===== src/inc/pmc_pkg.sv =====
// Purpose: Shared constants and types for the power mode controller
// Assumes: 50 MHz core clock, AXI4-Lite register access, 32-bit data
// Notes: Wake latency counts derive from the times in ns below
package pmc_pkg;
   // Sequencer states
   typedef enum logic [3:0] {
      ST_ACTIVE  = 4'h0,
      ST_IDLE    = 4'h1,
      ST_GATE    = 4'h2,
      ST_LATCH   = 4'h3,
      ST_STBY    = 4'h4,
      ST_SHDN    = 4'h5,
      ST_HELD    = 4'h6,
      ST_WAKE    = 4'h7,
      ST_UNLATCH = 4'h8,
      ST_LOCKED  = 4'h9
   } pmc_state_e;
   // Modes software may request
   typedef enum logic [2:0] {
      MD_ACTIVE = 3'h0,
      MD_IDLE   = 3'h1,
      MD_STBY   = 3'h2,
      MD_SHDN   = 3'h3,
      MD_HELD   = 3'h4
   } pmc_mode_e;
   typedef struct packed {logic cpu; logic mem; logic periph;} pmc_clk_s;
   typedef struct packed {
      logic core; logic flash; logic always_on_domain; logic sensor;
   } pmc_pwr_s;
   typedef struct packed {
      logic hf_xtal; logic hf_dbl; logic lf_xtal; logic lf_out;
   } pmc_osc_s;
   // Register byte offsets
   localparam logic [7:0] OFS_MODE   = 8'h00;
   localparam logic [7:0] OFS_STATUS = 8'h04;
   localparam logic [7:0] OFS_CAUSE  = 8'h08;
   localparam logic [7:0] OFS_RAMRET = 8'h0C;
   localparam logic [7:0] OFS_CLK    = 8'h10;
   localparam logic [7:0] OFS_WAKE   = 8'h14;
   localparam logic [7:0] OFS_WKPIN  = 8'h18;
   localparam int NUM_REGS = 7;
   // Field positions
   localparam int CAUSE_POR = 0;
   localparam int CAUSE_PIN = 1;
   localparam int CAUSE_WKP = 2;
   localparam int CLK_HF_XTAL = 0;
   localparam int CLK_LF_XTAL = 1;
   localparam int CLK_LF_OUT = 2;
   localparam int WK_RTC = 0;
   localparam int WK_SENS = 1;
   localparam int RET_CACHE_RAM = 4;
   localparam int STS_LOCK = 4;
   // Reset values, response codes and sizes
   localparam logic [2:0] CAUSE_RST = 3'h1;
   localparam logic [4:0] RAMRET_RST = 5'h0F;
   localparam logic [2:0] CLK_RST = 3'h0;
   localparam logic [1:0] WAKE_RST = 2'h3;
   localparam logic [15:0] WKPIN_RST = 16'h0000;
   localparam logic [1:0] RESP_OKAY = 2'h0;
   localparam logic [1:0] RESP_SLVERR = 2'h2;
   localparam int NGPIO = 16;
   localparam int NRAM = 4;
   // Wake timing
   localparam int CLK_MHZ = 50;
   localparam int IDLE_WAKE_NS = 14000;
   localparam int STBY_WAKE_NS = 151000;
   localparam int SHDN_WAKE_NS = 1015000;
   localparam int IDLE_WAKE_CYC = IDLE_WAKE_NS * CLK_MHZ / 1000;
   localparam int STBY_WAKE_CYC = STBY_WAKE_NS * CLK_MHZ / 1000;
   localparam int SHDN_WAKE_CYC = SHDN_WAKE_NS * CLK_MHZ / 1000;
   localparam int TMR_W = 16;
endpackage


===== src/core/pmc_ctrl.sv =====
// Purpose: Power mode sequencer with AXI4-Lite register access
// Assumes: Inputs synchronous to i_core_clk; i_nrst is power-on reset
// Notes: Wake latencies are upper bounds in core clock cycles
//
// Decided for this implementation: the register addresses and the AXI4-Lite interface to the registers.
`timescale 1ns/1ps
module pmc_ctrl #(
   parameter int unsigned STBY_CYC = pmc_pkg::STBY_WAKE_CYC,
   parameter int unsigned SHDN_CYC = pmc_pkg::SHDN_WAKE_CYC
) (
   input wire logic i_core_clk,
   input wire logic i_nrst,
   input wire logic i_awvalid,
   output logic o_awready,
   input wire logic [7:0] i_awaddr,
   input wire logic i_wvalid,
   output logic o_wready,
   input wire logic [31:0] i_wdata,
   input wire logic [3:0] i_wstrb,
   output logic o_bvalid,
   input wire logic i_bready,
   output logic [1:0] o_bresp,
   input wire logic i_arvalid,
   output logic o_arready,
   input wire logic [7:0] i_araddr,
   output logic o_rvalid,
   input wire logic i_rready,
   output logic [31:0] o_rdata,
   output logic [1:0] o_rresp,
   input wire logic i_irq_any,
   input wire logic i_ext_wake,
   input wire logic i_rtc_evt,
   input wire logic i_sensor_evt,
   input wire logic i_rst_pin_n,
   input wire logic [pmc_pkg::NGPIO-1:0] i_gpio,
   input wire logic i_recharge,
   input wire logic i_supply_low,
   output pmc_pkg::pmc_clk_s o_clk_en,
   output pmc_pkg::pmc_pwr_s o_pwr_en,
   output pmc_pkg::pmc_osc_s o_osc,
   output logic o_io_hold,
   output logic [pmc_pkg::NRAM-1:0] o_ram_ret,
   output logic o_cache_as_ram,
   output logic o_drop_det_en,
   output logic o_sys_rst,
   output logic o_cpu_resume
);
   localparam int A_IDLE_MAX = 702;
   pmc_pkg::pmc_state_e st_q, st_d;
   pmc_pkg::pmc_mode_e tgt_q, tgt_d;
   logic boot_q, from_stby_q, lock_q, wake_go, wake_boot, tmr_done;
   logic [2:0] cause_q;
   logic [4:0] ramret_q;
   logic [2:0] clkcfg_q;
   logic [1:0] wakecfg_q;
   logic [15:0] wkpin_q, snap_q;
   logic [pmc_pkg::TMR_W-1:0] tmr_cnt;
   logic aw_q, w_q, wr_go, mode_wr, stby_wake, shdn_wake, strb0_q;
   logic [7:0] awaddr_q;
   logic [31:0] wdata_q;

   // Address decode shared by both bus directions
   function automatic logic reg_hit(input logic [7:0] a);
      reg_hit = (a[1:0] == 2'h0) && (a[7:2] < 6'(pmc_pkg::NUM_REGS));
   endfunction

   // Write address and data taken in either order
   always_ff @(posedge i_core_clk) begin
      if (!i_nrst) begin
         aw_q <= 1'b0;
         w_q <= 1'b0;
         awaddr_q <= 8'h00;
         wdata_q <= 32'h00000000;
         strb0_q <= 1'b0;
      end else if (wr_go) begin
         aw_q <= 1'b0;
         w_q <= 1'b0;
      end else begin
         if (i_awvalid && o_awready) begin
            aw_q <= 1'b1;
            awaddr_q <= i_awaddr;
         end
         if (i_wvalid && o_wready) begin
            w_q <= 1'b1;
            wdata_q <= i_wdata;
            strb0_q <= i_wstrb[0]; // Strobe belongs to the data beat
         end
      end
   end

   assign o_awready = !aw_q && !o_bvalid;
   assign o_wready = !w_q && !o_bvalid;
   assign wr_go = aw_q && w_q;
   // Low byte lane carries every field of the mode request
   assign mode_wr = wr_go && awaddr_q == pmc_pkg::OFS_MODE && strb0_q;

   // Write response; unmapped addresses get SLVERR
   always_ff @(posedge i_core_clk) begin
      if (!i_nrst) begin
         o_bvalid <= 1'b0;
         o_bresp <= pmc_pkg::RESP_OKAY;
      end else if (wr_go) begin
         o_bvalid <= 1'b1;
         o_bresp <= reg_hit(awaddr_q) ? pmc_pkg::RESP_OKAY
                                      : pmc_pkg::RESP_SLVERR;
      end else if (i_bready) begin
         o_bvalid <= 1'b0;
      end
   end

   // Read channel answers one cycle after the address
   always_ff @(posedge i_core_clk) begin
      if (!i_nrst) begin
         o_rvalid <= 1'b0;
         o_rdata <= 32'h00000000;
         o_rresp <= pmc_pkg::RESP_OKAY;
      end else if (i_arvalid && o_arready) begin
         o_rvalid <= 1'b1;
         o_rresp <= reg_hit(i_araddr) ? pmc_pkg::RESP_OKAY
                                      : pmc_pkg::RESP_SLVERR;
         case (i_araddr)
            pmc_pkg::OFS_MODE: o_rdata <= {29'h0, tgt_q};
            pmc_pkg::OFS_STATUS: o_rdata <= {27'h0, lock_q, st_q};
            pmc_pkg::OFS_CAUSE: o_rdata <= {29'h0, cause_q};
            pmc_pkg::OFS_RAMRET: o_rdata <= {27'h0, ramret_q};
            pmc_pkg::OFS_CLK: o_rdata <= {29'h0, clkcfg_q};
            pmc_pkg::OFS_WAKE: o_rdata <= {30'h0, wakecfg_q};
            pmc_pkg::OFS_WKPIN: o_rdata <= {16'h0, wkpin_q};
            default: o_rdata <= 32'h00000000;
         endcase
      end else if (i_rready) begin
         o_rvalid <= 1'b0;
      end
   end

   assign o_arready = !o_rvalid;

   // Config registers; a boot wipes them as power loss would
   always_ff @(posedge i_core_clk) begin
      if (!i_nrst || (wake_go && wake_boot)) begin
         ramret_q <= pmc_pkg::RAMRET_RST;
         clkcfg_q <= pmc_pkg::CLK_RST;
         wakecfg_q <= pmc_pkg::WAKE_RST;
         wkpin_q <= pmc_pkg::WKPIN_RST;
      end else if (wr_go) begin
         case (awaddr_q)
            pmc_pkg::OFS_RAMRET: ramret_q <= wdata_q[4:0];
            pmc_pkg::OFS_CLK: clkcfg_q <= wdata_q[2:0];
            pmc_pkg::OFS_WAKE: wakecfg_q <= wdata_q[1:0];
            pmc_pkg::OFS_WKPIN: wkpin_q <= wdata_q[15:0];
            default: ;
         endcase
      end
   end

   // Reset cause: write one to clear, a new cause wins over the clear
   always_ff @(posedge i_core_clk) begin
      if (!i_nrst) begin
         cause_q <= pmc_pkg::CAUSE_RST;
      end else if (wake_go && wake_boot) begin
         cause_q[pmc_pkg::CAUSE_POR] <= 1'b0;
         cause_q[pmc_pkg::CAUSE_PIN] <= !i_rst_pin_n;
         cause_q[pmc_pkg::CAUSE_WKP] <= i_rst_pin_n;
      end else if (wr_go && awaddr_q == pmc_pkg::OFS_CAUSE) begin
         cause_q <= cause_q & ~wdata_q[2:0];
      end
   end

   // Wake sources per mode
   assign stby_wake = i_ext_wake
      || (i_rtc_evt && wakecfg_q[pmc_pkg::WK_RTC])
      || (i_sensor_evt && wakecfg_q[pmc_pkg::WK_SENS]);
   assign shdn_wake = |((i_gpio ^ snap_q) & wkpin_q);

   // Next state; reset pin overrides every mode
   always_comb begin
      st_d = st_q;
      tgt_d = tgt_q;
      wake_go = 1'b0;
      wake_boot = 1'b0;
      if (!i_rst_pin_n) begin
         st_d = pmc_pkg::ST_WAKE;
         wake_go = 1'b1;
         wake_boot = 1'b1;
      end else begin
         case (st_q)
            pmc_pkg::ST_ACTIVE: begin
               if (mode_wr) begin
                  case (wdata_q[2:0])
                     pmc_pkg::MD_IDLE: st_d = pmc_pkg::ST_IDLE;
                     pmc_pkg::MD_STBY, pmc_pkg::MD_SHDN,
                     pmc_pkg::MD_HELD: begin
                        st_d = pmc_pkg::ST_GATE;
                        tgt_d = pmc_pkg::pmc_mode_e'(wdata_q[2:0]);
                     end
                     default: ;
                  endcase
               end
            end
            pmc_pkg::ST_IDLE: begin
               if (i_irq_any) begin
                  st_d = pmc_pkg::ST_WAKE;
                  wake_go = 1'b1;
               end
            end
            pmc_pkg::ST_GATE: st_d = pmc_pkg::ST_LATCH;
            pmc_pkg::ST_LATCH: begin
               case (tgt_q)
                  pmc_pkg::MD_STBY: st_d = pmc_pkg::ST_STBY;
                  pmc_pkg::MD_SHDN: st_d = pmc_pkg::ST_SHDN;
                  default: st_d = pmc_pkg::ST_HELD;
               endcase
            end
            pmc_pkg::ST_STBY: begin
               if (stby_wake) begin
                  st_d = pmc_pkg::ST_WAKE;
                  wake_go = 1'b1;
               end
            end
            pmc_pkg::ST_SHDN: begin
               if (shdn_wake) begin
                  st_d = pmc_pkg::ST_WAKE;
                  wake_go = 1'b1;
                  wake_boot = 1'b1;
               end
            end
            pmc_pkg::ST_WAKE: begin
               if (tmr_done) begin
                  st_d = (lock_q && !boot_q) ? pmc_pkg::ST_LOCKED
                                             : pmc_pkg::ST_UNLATCH;
               end
            end
            pmc_pkg::ST_UNLATCH: begin
               st_d = pmc_pkg::ST_ACTIVE;
               tgt_d = pmc_pkg::MD_ACTIVE;
            end
            default: ; // Held and locked leave only by reset pin
         endcase
      end
   end

   // State and wake bookkeeping
   always_ff @(posedge i_core_clk) begin
      if (!i_nrst) begin
         st_q <= pmc_pkg::ST_ACTIVE;
         tgt_q <= pmc_pkg::MD_ACTIVE;
         boot_q <= 1'b0;
         from_stby_q <= 1'b0;
      end else begin
         st_q <= st_d;
         tgt_q <= tgt_d;
         if (wake_go) begin
            boot_q <= wake_boot;
            from_stby_q <= st_q == pmc_pkg::ST_STBY;
         end
      end
   end

   // Pin image taken as the I/O latches close
   always_ff @(posedge i_core_clk) begin
      if (!i_nrst) begin
         snap_q <= 16'h0000;
      end else if (st_q == pmc_pkg::ST_GATE) begin
         snap_q <= i_gpio;
      end
   end

   // Dip seen while the detector sleeps locks the next wake
   always_ff @(posedge i_core_clk) begin
      if (!i_nrst || (wake_go && wake_boot)) begin
         lock_q <= 1'b0;
      end else if (st_q == pmc_pkg::ST_STBY && !i_recharge
                   && i_supply_low) begin
         lock_q <= 1'b1;
      end
   end

   // Latency by source mode; reset-type wakes take the longest
   always_comb begin
      if (wake_boot) begin
         tmr_cnt = pmc_pkg::TMR_W'(SHDN_CYC - 1);
      end else if (st_q == pmc_pkg::ST_STBY) begin
         tmr_cnt = pmc_pkg::TMR_W'(STBY_CYC - 1);
      end else begin
         tmr_cnt = pmc_pkg::TMR_W'(pmc_pkg::IDLE_WAKE_CYC - 1);
      end
   end

   pmc_wake_timer u_tmr (
      .i_core_clk(i_core_clk),
      .i_nrst(i_nrst),
      .i_load(wake_go),
      .i_count(tmr_cnt),
      .o_done(tmr_done)
   );

   // Domain controls decoded from state; power returns before clocks
   always_comb begin
      o_clk_en.cpu = st_q == pmc_pkg::ST_ACTIVE;
      o_clk_en.mem = st_q == pmc_pkg::ST_ACTIVE;
      o_clk_en.periph = st_q == pmc_pkg::ST_ACTIVE
                        || st_q == pmc_pkg::ST_IDLE;
      o_io_hold = st_q inside {pmc_pkg::ST_LATCH, pmc_pkg::ST_STBY,
                               pmc_pkg::ST_SHDN, pmc_pkg::ST_HELD,
                               pmc_pkg::ST_WAKE, pmc_pkg::ST_LOCKED};
      o_pwr_en.core = !(st_q inside {pmc_pkg::ST_STBY, pmc_pkg::ST_SHDN,
                                     pmc_pkg::ST_HELD});
      o_pwr_en.flash = o_pwr_en.core;
      o_pwr_en.always_on_domain = !(st_q inside {pmc_pkg::ST_SHDN,
                                    pmc_pkg::ST_HELD});
      o_pwr_en.sensor = o_pwr_en.always_on_domain;
      o_drop_det_en = o_pwr_en.core
                      || (st_q == pmc_pkg::ST_STBY && i_recharge);
      o_sys_rst = boot_q && (st_q == pmc_pkg::ST_WAKE
                             || st_q == pmc_pkg::ST_UNLATCH);
      o_cpu_resume = st_q == pmc_pkg::ST_UNLATCH && !boot_q
                     && from_stby_q;
   end

   // Retention and clock steering from software settings
   genvar gi;
   generate
      for (gi = 0; gi < pmc_pkg::NRAM; gi++) begin : g_ret
         assign o_ram_ret[gi] = ramret_q[gi] && o_pwr_en.always_on_domain;
      end
   endgenerate
   assign o_cache_as_ram = ramret_q[pmc_pkg::RET_CACHE_RAM];
   assign o_osc.hf_xtal = clkcfg_q[pmc_pkg::CLK_HF_XTAL]
                          && o_pwr_en.core;
   assign o_osc.hf_dbl = o_osc.hf_xtal;
   assign o_osc.lf_xtal = clkcfg_q[pmc_pkg::CLK_LF_XTAL];
   assign o_osc.lf_out = clkcfg_q[pmc_pkg::CLK_LF_OUT]
                         && o_pwr_en.always_on_domain;
endmodule // pmc_ctrl


===== src/core/pmc_wake_timer.sv =====
// Purpose: Down counter timing the wake-up latency
// Assumes: Count of at least 2 on load
// Notes: Reload while busy restarts the count
`timescale 1ns/1ps
module pmc_wake_timer (
   input wire logic i_core_clk,
   input wire logic i_nrst,
   input wire logic i_load,
   input wire logic [pmc_pkg::TMR_W-1:0] i_count,
   output logic o_done
);
   logic [pmc_pkg::TMR_W-1:0] cnt_q;
   logic busy_q;

   // Count down; done on the last cycle of the wait
   always_ff @(posedge i_core_clk) begin
      if (!i_nrst) begin
         cnt_q <= 16'h0000;
         busy_q <= 1'b0;
      end else if (i_load) begin
         cnt_q <= i_count;
         busy_q <= 1'b1;
      end else if (busy_q) begin
         cnt_q <= cnt_q - 16'h0001;
         busy_q <= (cnt_q != 16'h0001);
      end
   end

   assign o_done = busy_q && (cnt_q == 16'h0001) && !i_load;
endmodule // pmc_wake_timer


===== config.mk =====
export PLATFORM = sky130hd
export DESIGN_NAME = pmc_ctrl
export DESIGN_NICKNAME = d
export VERILOG_FILES = /design/src/inc/pmc_pkg.sv /design/src/core/pmc_ctrl.sv /design/src/core/pmc_wake_timer.sv
export SDC_FILE = /design/constraint.sdc
export NUM_CORES = 1
export LEC_CHECK = 0
export ABC_CLOCK_PERIOD_IN_PS = 2300
export BUFFER_PORTS_ARGS = -buffer_cell sky130_fd_sc_hd__clkbuf_2
export CAP_MARGIN = 20
export CORE_UTILIZATION = 35
export CTS_CLUSTER_DIAMETER = 30
export DETAILED_ROUTE_END_ITERATION = 7
export SYNTH_ARGS = -nofsm -noshare
export SYNTH_HDL_FRONTEND = slang
export SYNTH_SLANG_ARGS = --single-unit

===== constraint.sdc =====
create_clock -name i_core_clk -period 2.3 [get_ports i_core_clk]
set_input_delay 0.345 -clock i_core_clk [delete_from_list [all_inputs] [get_ports i_core_clk]]
set_output_delay 0.345 -clock i_core_clk [all_outputs]
set_load 0.03 [all_outputs]

==> out/qor.csv <==
stage;metric;value;unit
die;num_rows;46;
yosys;synth_area;5873;um^2
clock_network;cts_buffer_depth;2;
clock_network;clk_latency;410;ps
setup_path;rrSetupSlack;290;ps
setup_path;cp-endpoint;o_cpu_resume;
setup_path;rr_startpoint;aw_q;
route;routed_wl;15630;um
yosys;async_reset_ff_frac;0;
grt;grtUsageTotal;0.1860;
place;dp_cells;1002;
yosys;yosys_most_used_dff;dfxtp_1;
route;drt_iter0_drc;377;
setup_path;crit_path_start_kind;flop;
route;num_vias;5177;
job;cap_violations;0;
clock_network;cts_sinks;119;
clock_network;clk_pin_slew;50;ps
clock_network;cts_hold_buf;0;
place;post-place-ws;143.9;ps
yosys;yosys_warnings;0;
final_layout;layout.nets;890;
yosys;ys_seq_elements;119;
die;die_h;131.5;um
power;leakage;0.002910;uW
grt;antenna_found_initial;1;
sta;rsz0062_at_grt;no;
die;design.core.area;16120;um^2
clock_network;clockRootBuffer;clkbuf_16;
die;fp.dieW;131.5;um
grt;grt_max_degree;42;
route;remaining_drc_errors;0;
yosys;netlist_instances;709;
final_layout;final_cells;1032;
final_layout;syn_to_final_growth;22.11;%
route;routed_via_density;5.016;
yosys;synth.distinct_cells;74;
yosys;synth_top_area_share;0.4056;
yosys;ys_seq_area_frac;0.4056;
setup_path;critPathMaxFanout;9;
setup_path;worstPathRequired;1960;ps
yosys;synth_common_cells;153 x nand2_1, 119 x dfxtp_1, 76 x a21oi_1;
route;first_pass_iters;5;
sta;setup_tns;0;ps
sta;holdWs;150.5;ps
sta;finalHoldViolCount;0;
power;power.density;883.5;nW/um^2
sta;finalSetupViolations;0;
yosys;synth_area_leader_cell;dfxtp_1;
sta;finalWorstSetupSlack;140.5;ps
route;post_drt_wl_per_cell;15.15;um
setup_path;path_class;flop to output port;
sta;clock.fmax;463.1;MHz
clock_network;tritoncts;yes;
place;gp_congestion;0.8670;
setup_path;rr_worst_depth;6;
yosys;synth_most_common_cell;nand2_1;
setup_path;worstPathArrival;1810;ps
setup_path;critPathLaunch;st_q[0];
grt;grt_pass1_vias;4835;
power;ir_drop;0.5423;mV
sta;slew_violations;0;
sta;period_needed;2160;ps
clock_network;htree_levels;4;
status;status;completed;
yosys;synth-edff-count;0;
die;initial_core_util;0.3644;
sta;skew;5.626;ps
grt;overflow;0;
place;hpwl;11450;um
hold_path;hold_path_class;input pin to flop;
setup_path;endpoint_kind;output port;
route;postRouteAntennaNets;0;
sta;finalCritPeriodShare;0.9389;
die;pin_count;143;
yosys;synth.area.top_cells;dfxtp_1 41%, nand2_1 9.8%, a21oi_1 6.5%;
sta;tightest_slew;603.7;ps
final_layout;post-route-util;0.4450;
yosys;avgSynthCellArea;8.284;um^2
sta;max_slew_margin;0.5957;
clock_network;cts_buffers;17;
grt;grt_pass1_wl;25450;um
setup_path;r2r_end;st_q[2];
place;io_buffers;105;
die;dieArea;17300;um^2
final_layout;drive_above_1_share;0.2417;
[cell families after synthesis]
kind of cell | share of synthesized area
simple gates | 0.2518
compound gates | 0.1730
flops | 0.4056
buf+inv | 0.07456
xor+xnor | 0.03877
mux | 0.05134
fa+ha+maj | 0.004260
other cells | 0.0006385
[worst min path at each step]
stage	endpoint	cells past startpoint	startpoint	slack, ps
after floorplan	cause_q[2]	2	cause_q[2]	430
after global placement	wdata_q[10]	2	wdata_q[10]	440
after detailed placement	wdata_q[5]	2	wdata_q[5]	450
after CTS	wdata_q[11]	3	i_wdata[11]	130
after global routing	strb0_q	3	i_wstrb[0]	140
final	wdata_q[11]	3	i_wdata[11]	150
[flip-flops by register name, summed over array words and instances (netlist names), 4 cells and up]
signal       count
st_q             4
snap_q          16
o_rdata         16
ramret_q         5
awaddr_q         8
wkpin_q         16
wdata_q         16
u_tmr.cnt_q     16
[report_power, final]
group          total [uW]  internal (uW)  switching [uW]
logic                1230            460             770
clock network        2800           1890             911
registers            2310           2180             127
[worst max-delay path: stages (launching register included)]
cell and delay (ps):
dfxtp_2 380, buf_4 190, nor2_1 230, nand3b_1 160, nor3b_1 210, clkbuf_2 240
[cells in the final DEF (no fill, tap or decap), drive strengths merged, types with 3 or more instances in the layout]
| master | netlist | routed |
|---|---|---|
| nor3 | 27 | 27 |
| xnor2 | 5 | 5 |
| xor2 | 21 | 21 |
| clkinv | 0 | 6 |
| a31oi | 8 | 8 |
| o21ai | 13 | 13 |
| a22oi | 27 | 27 |
| nand3 | 6 | 6 |
| a311oi | 4 | 4 |
| nor4 | 7 | 7 |
| or3 | 4 | 4 |
| nor3b | 4 | 4 |
| nand2 | 154 | 154 |
| a21oi | 76 | 76 |
| and4 | 3 | 3 |
| nand3b | 4 | 4 |
| clkbuf | 21 | 122 |
| inv | 8 | 8 |
| dfxtp | 119 | 119 |
| nand2b | 8 | 8 |
| mux2i | 20 | 20 |
| mux4 | 3 | 3 |
| conb | 1 | 18 |
| nand4 | 6 | 6 |
| a211oi | 5 | 5 |
| bufinv | 0 | 5 |
| buf | 50 | 27 |
| and3 | 4 | 4 |
| nor2b | 7 | 7 |
| and2 | 15 | 15 |
| nor2 | 40 | 40 |
| mux2 | 3 | 3 |
| o21a | 3 | 3 |
[what timing repair did]
item,4_1_cts,5_1_grt
endpoints found under the setup margin,10,7
buffers inserted,1,0
gates resized for setup,5,4
[per-stage QoR]
step	instance area, um^2	total power [uW]
floorplan	5937	3239
global placement	6533	3556
detailed placement	6533	3562
CTS	7161	6381
global route	7172	6623
finish	7172	6336
[layout make-up]
| class | instances | area (um^2) |
|---|---|---|
| inverters | 8 | 30.03 |
| fillers | 1641 | 8944 |
| well taps | 216 | 270.3 |
| repair buffers | 132 | 740.7 |
| clock buffers | 17 | 425.4 |
| multi-input cells | 528 | 3131 |
| flip-flops and latches | 119 | 2389 |
| diodes | 1 | 2.502 |
| clock inverters | 11 | 183.9 |
[layer usage]
metal,part of all wire,GRT usage
met4,0.020,0.08527
met1,0.48,0.2574
met5,0,0
met3,0.060,0.04591
met2,0.44,0.2693
(Power assumes the default switching activity.)
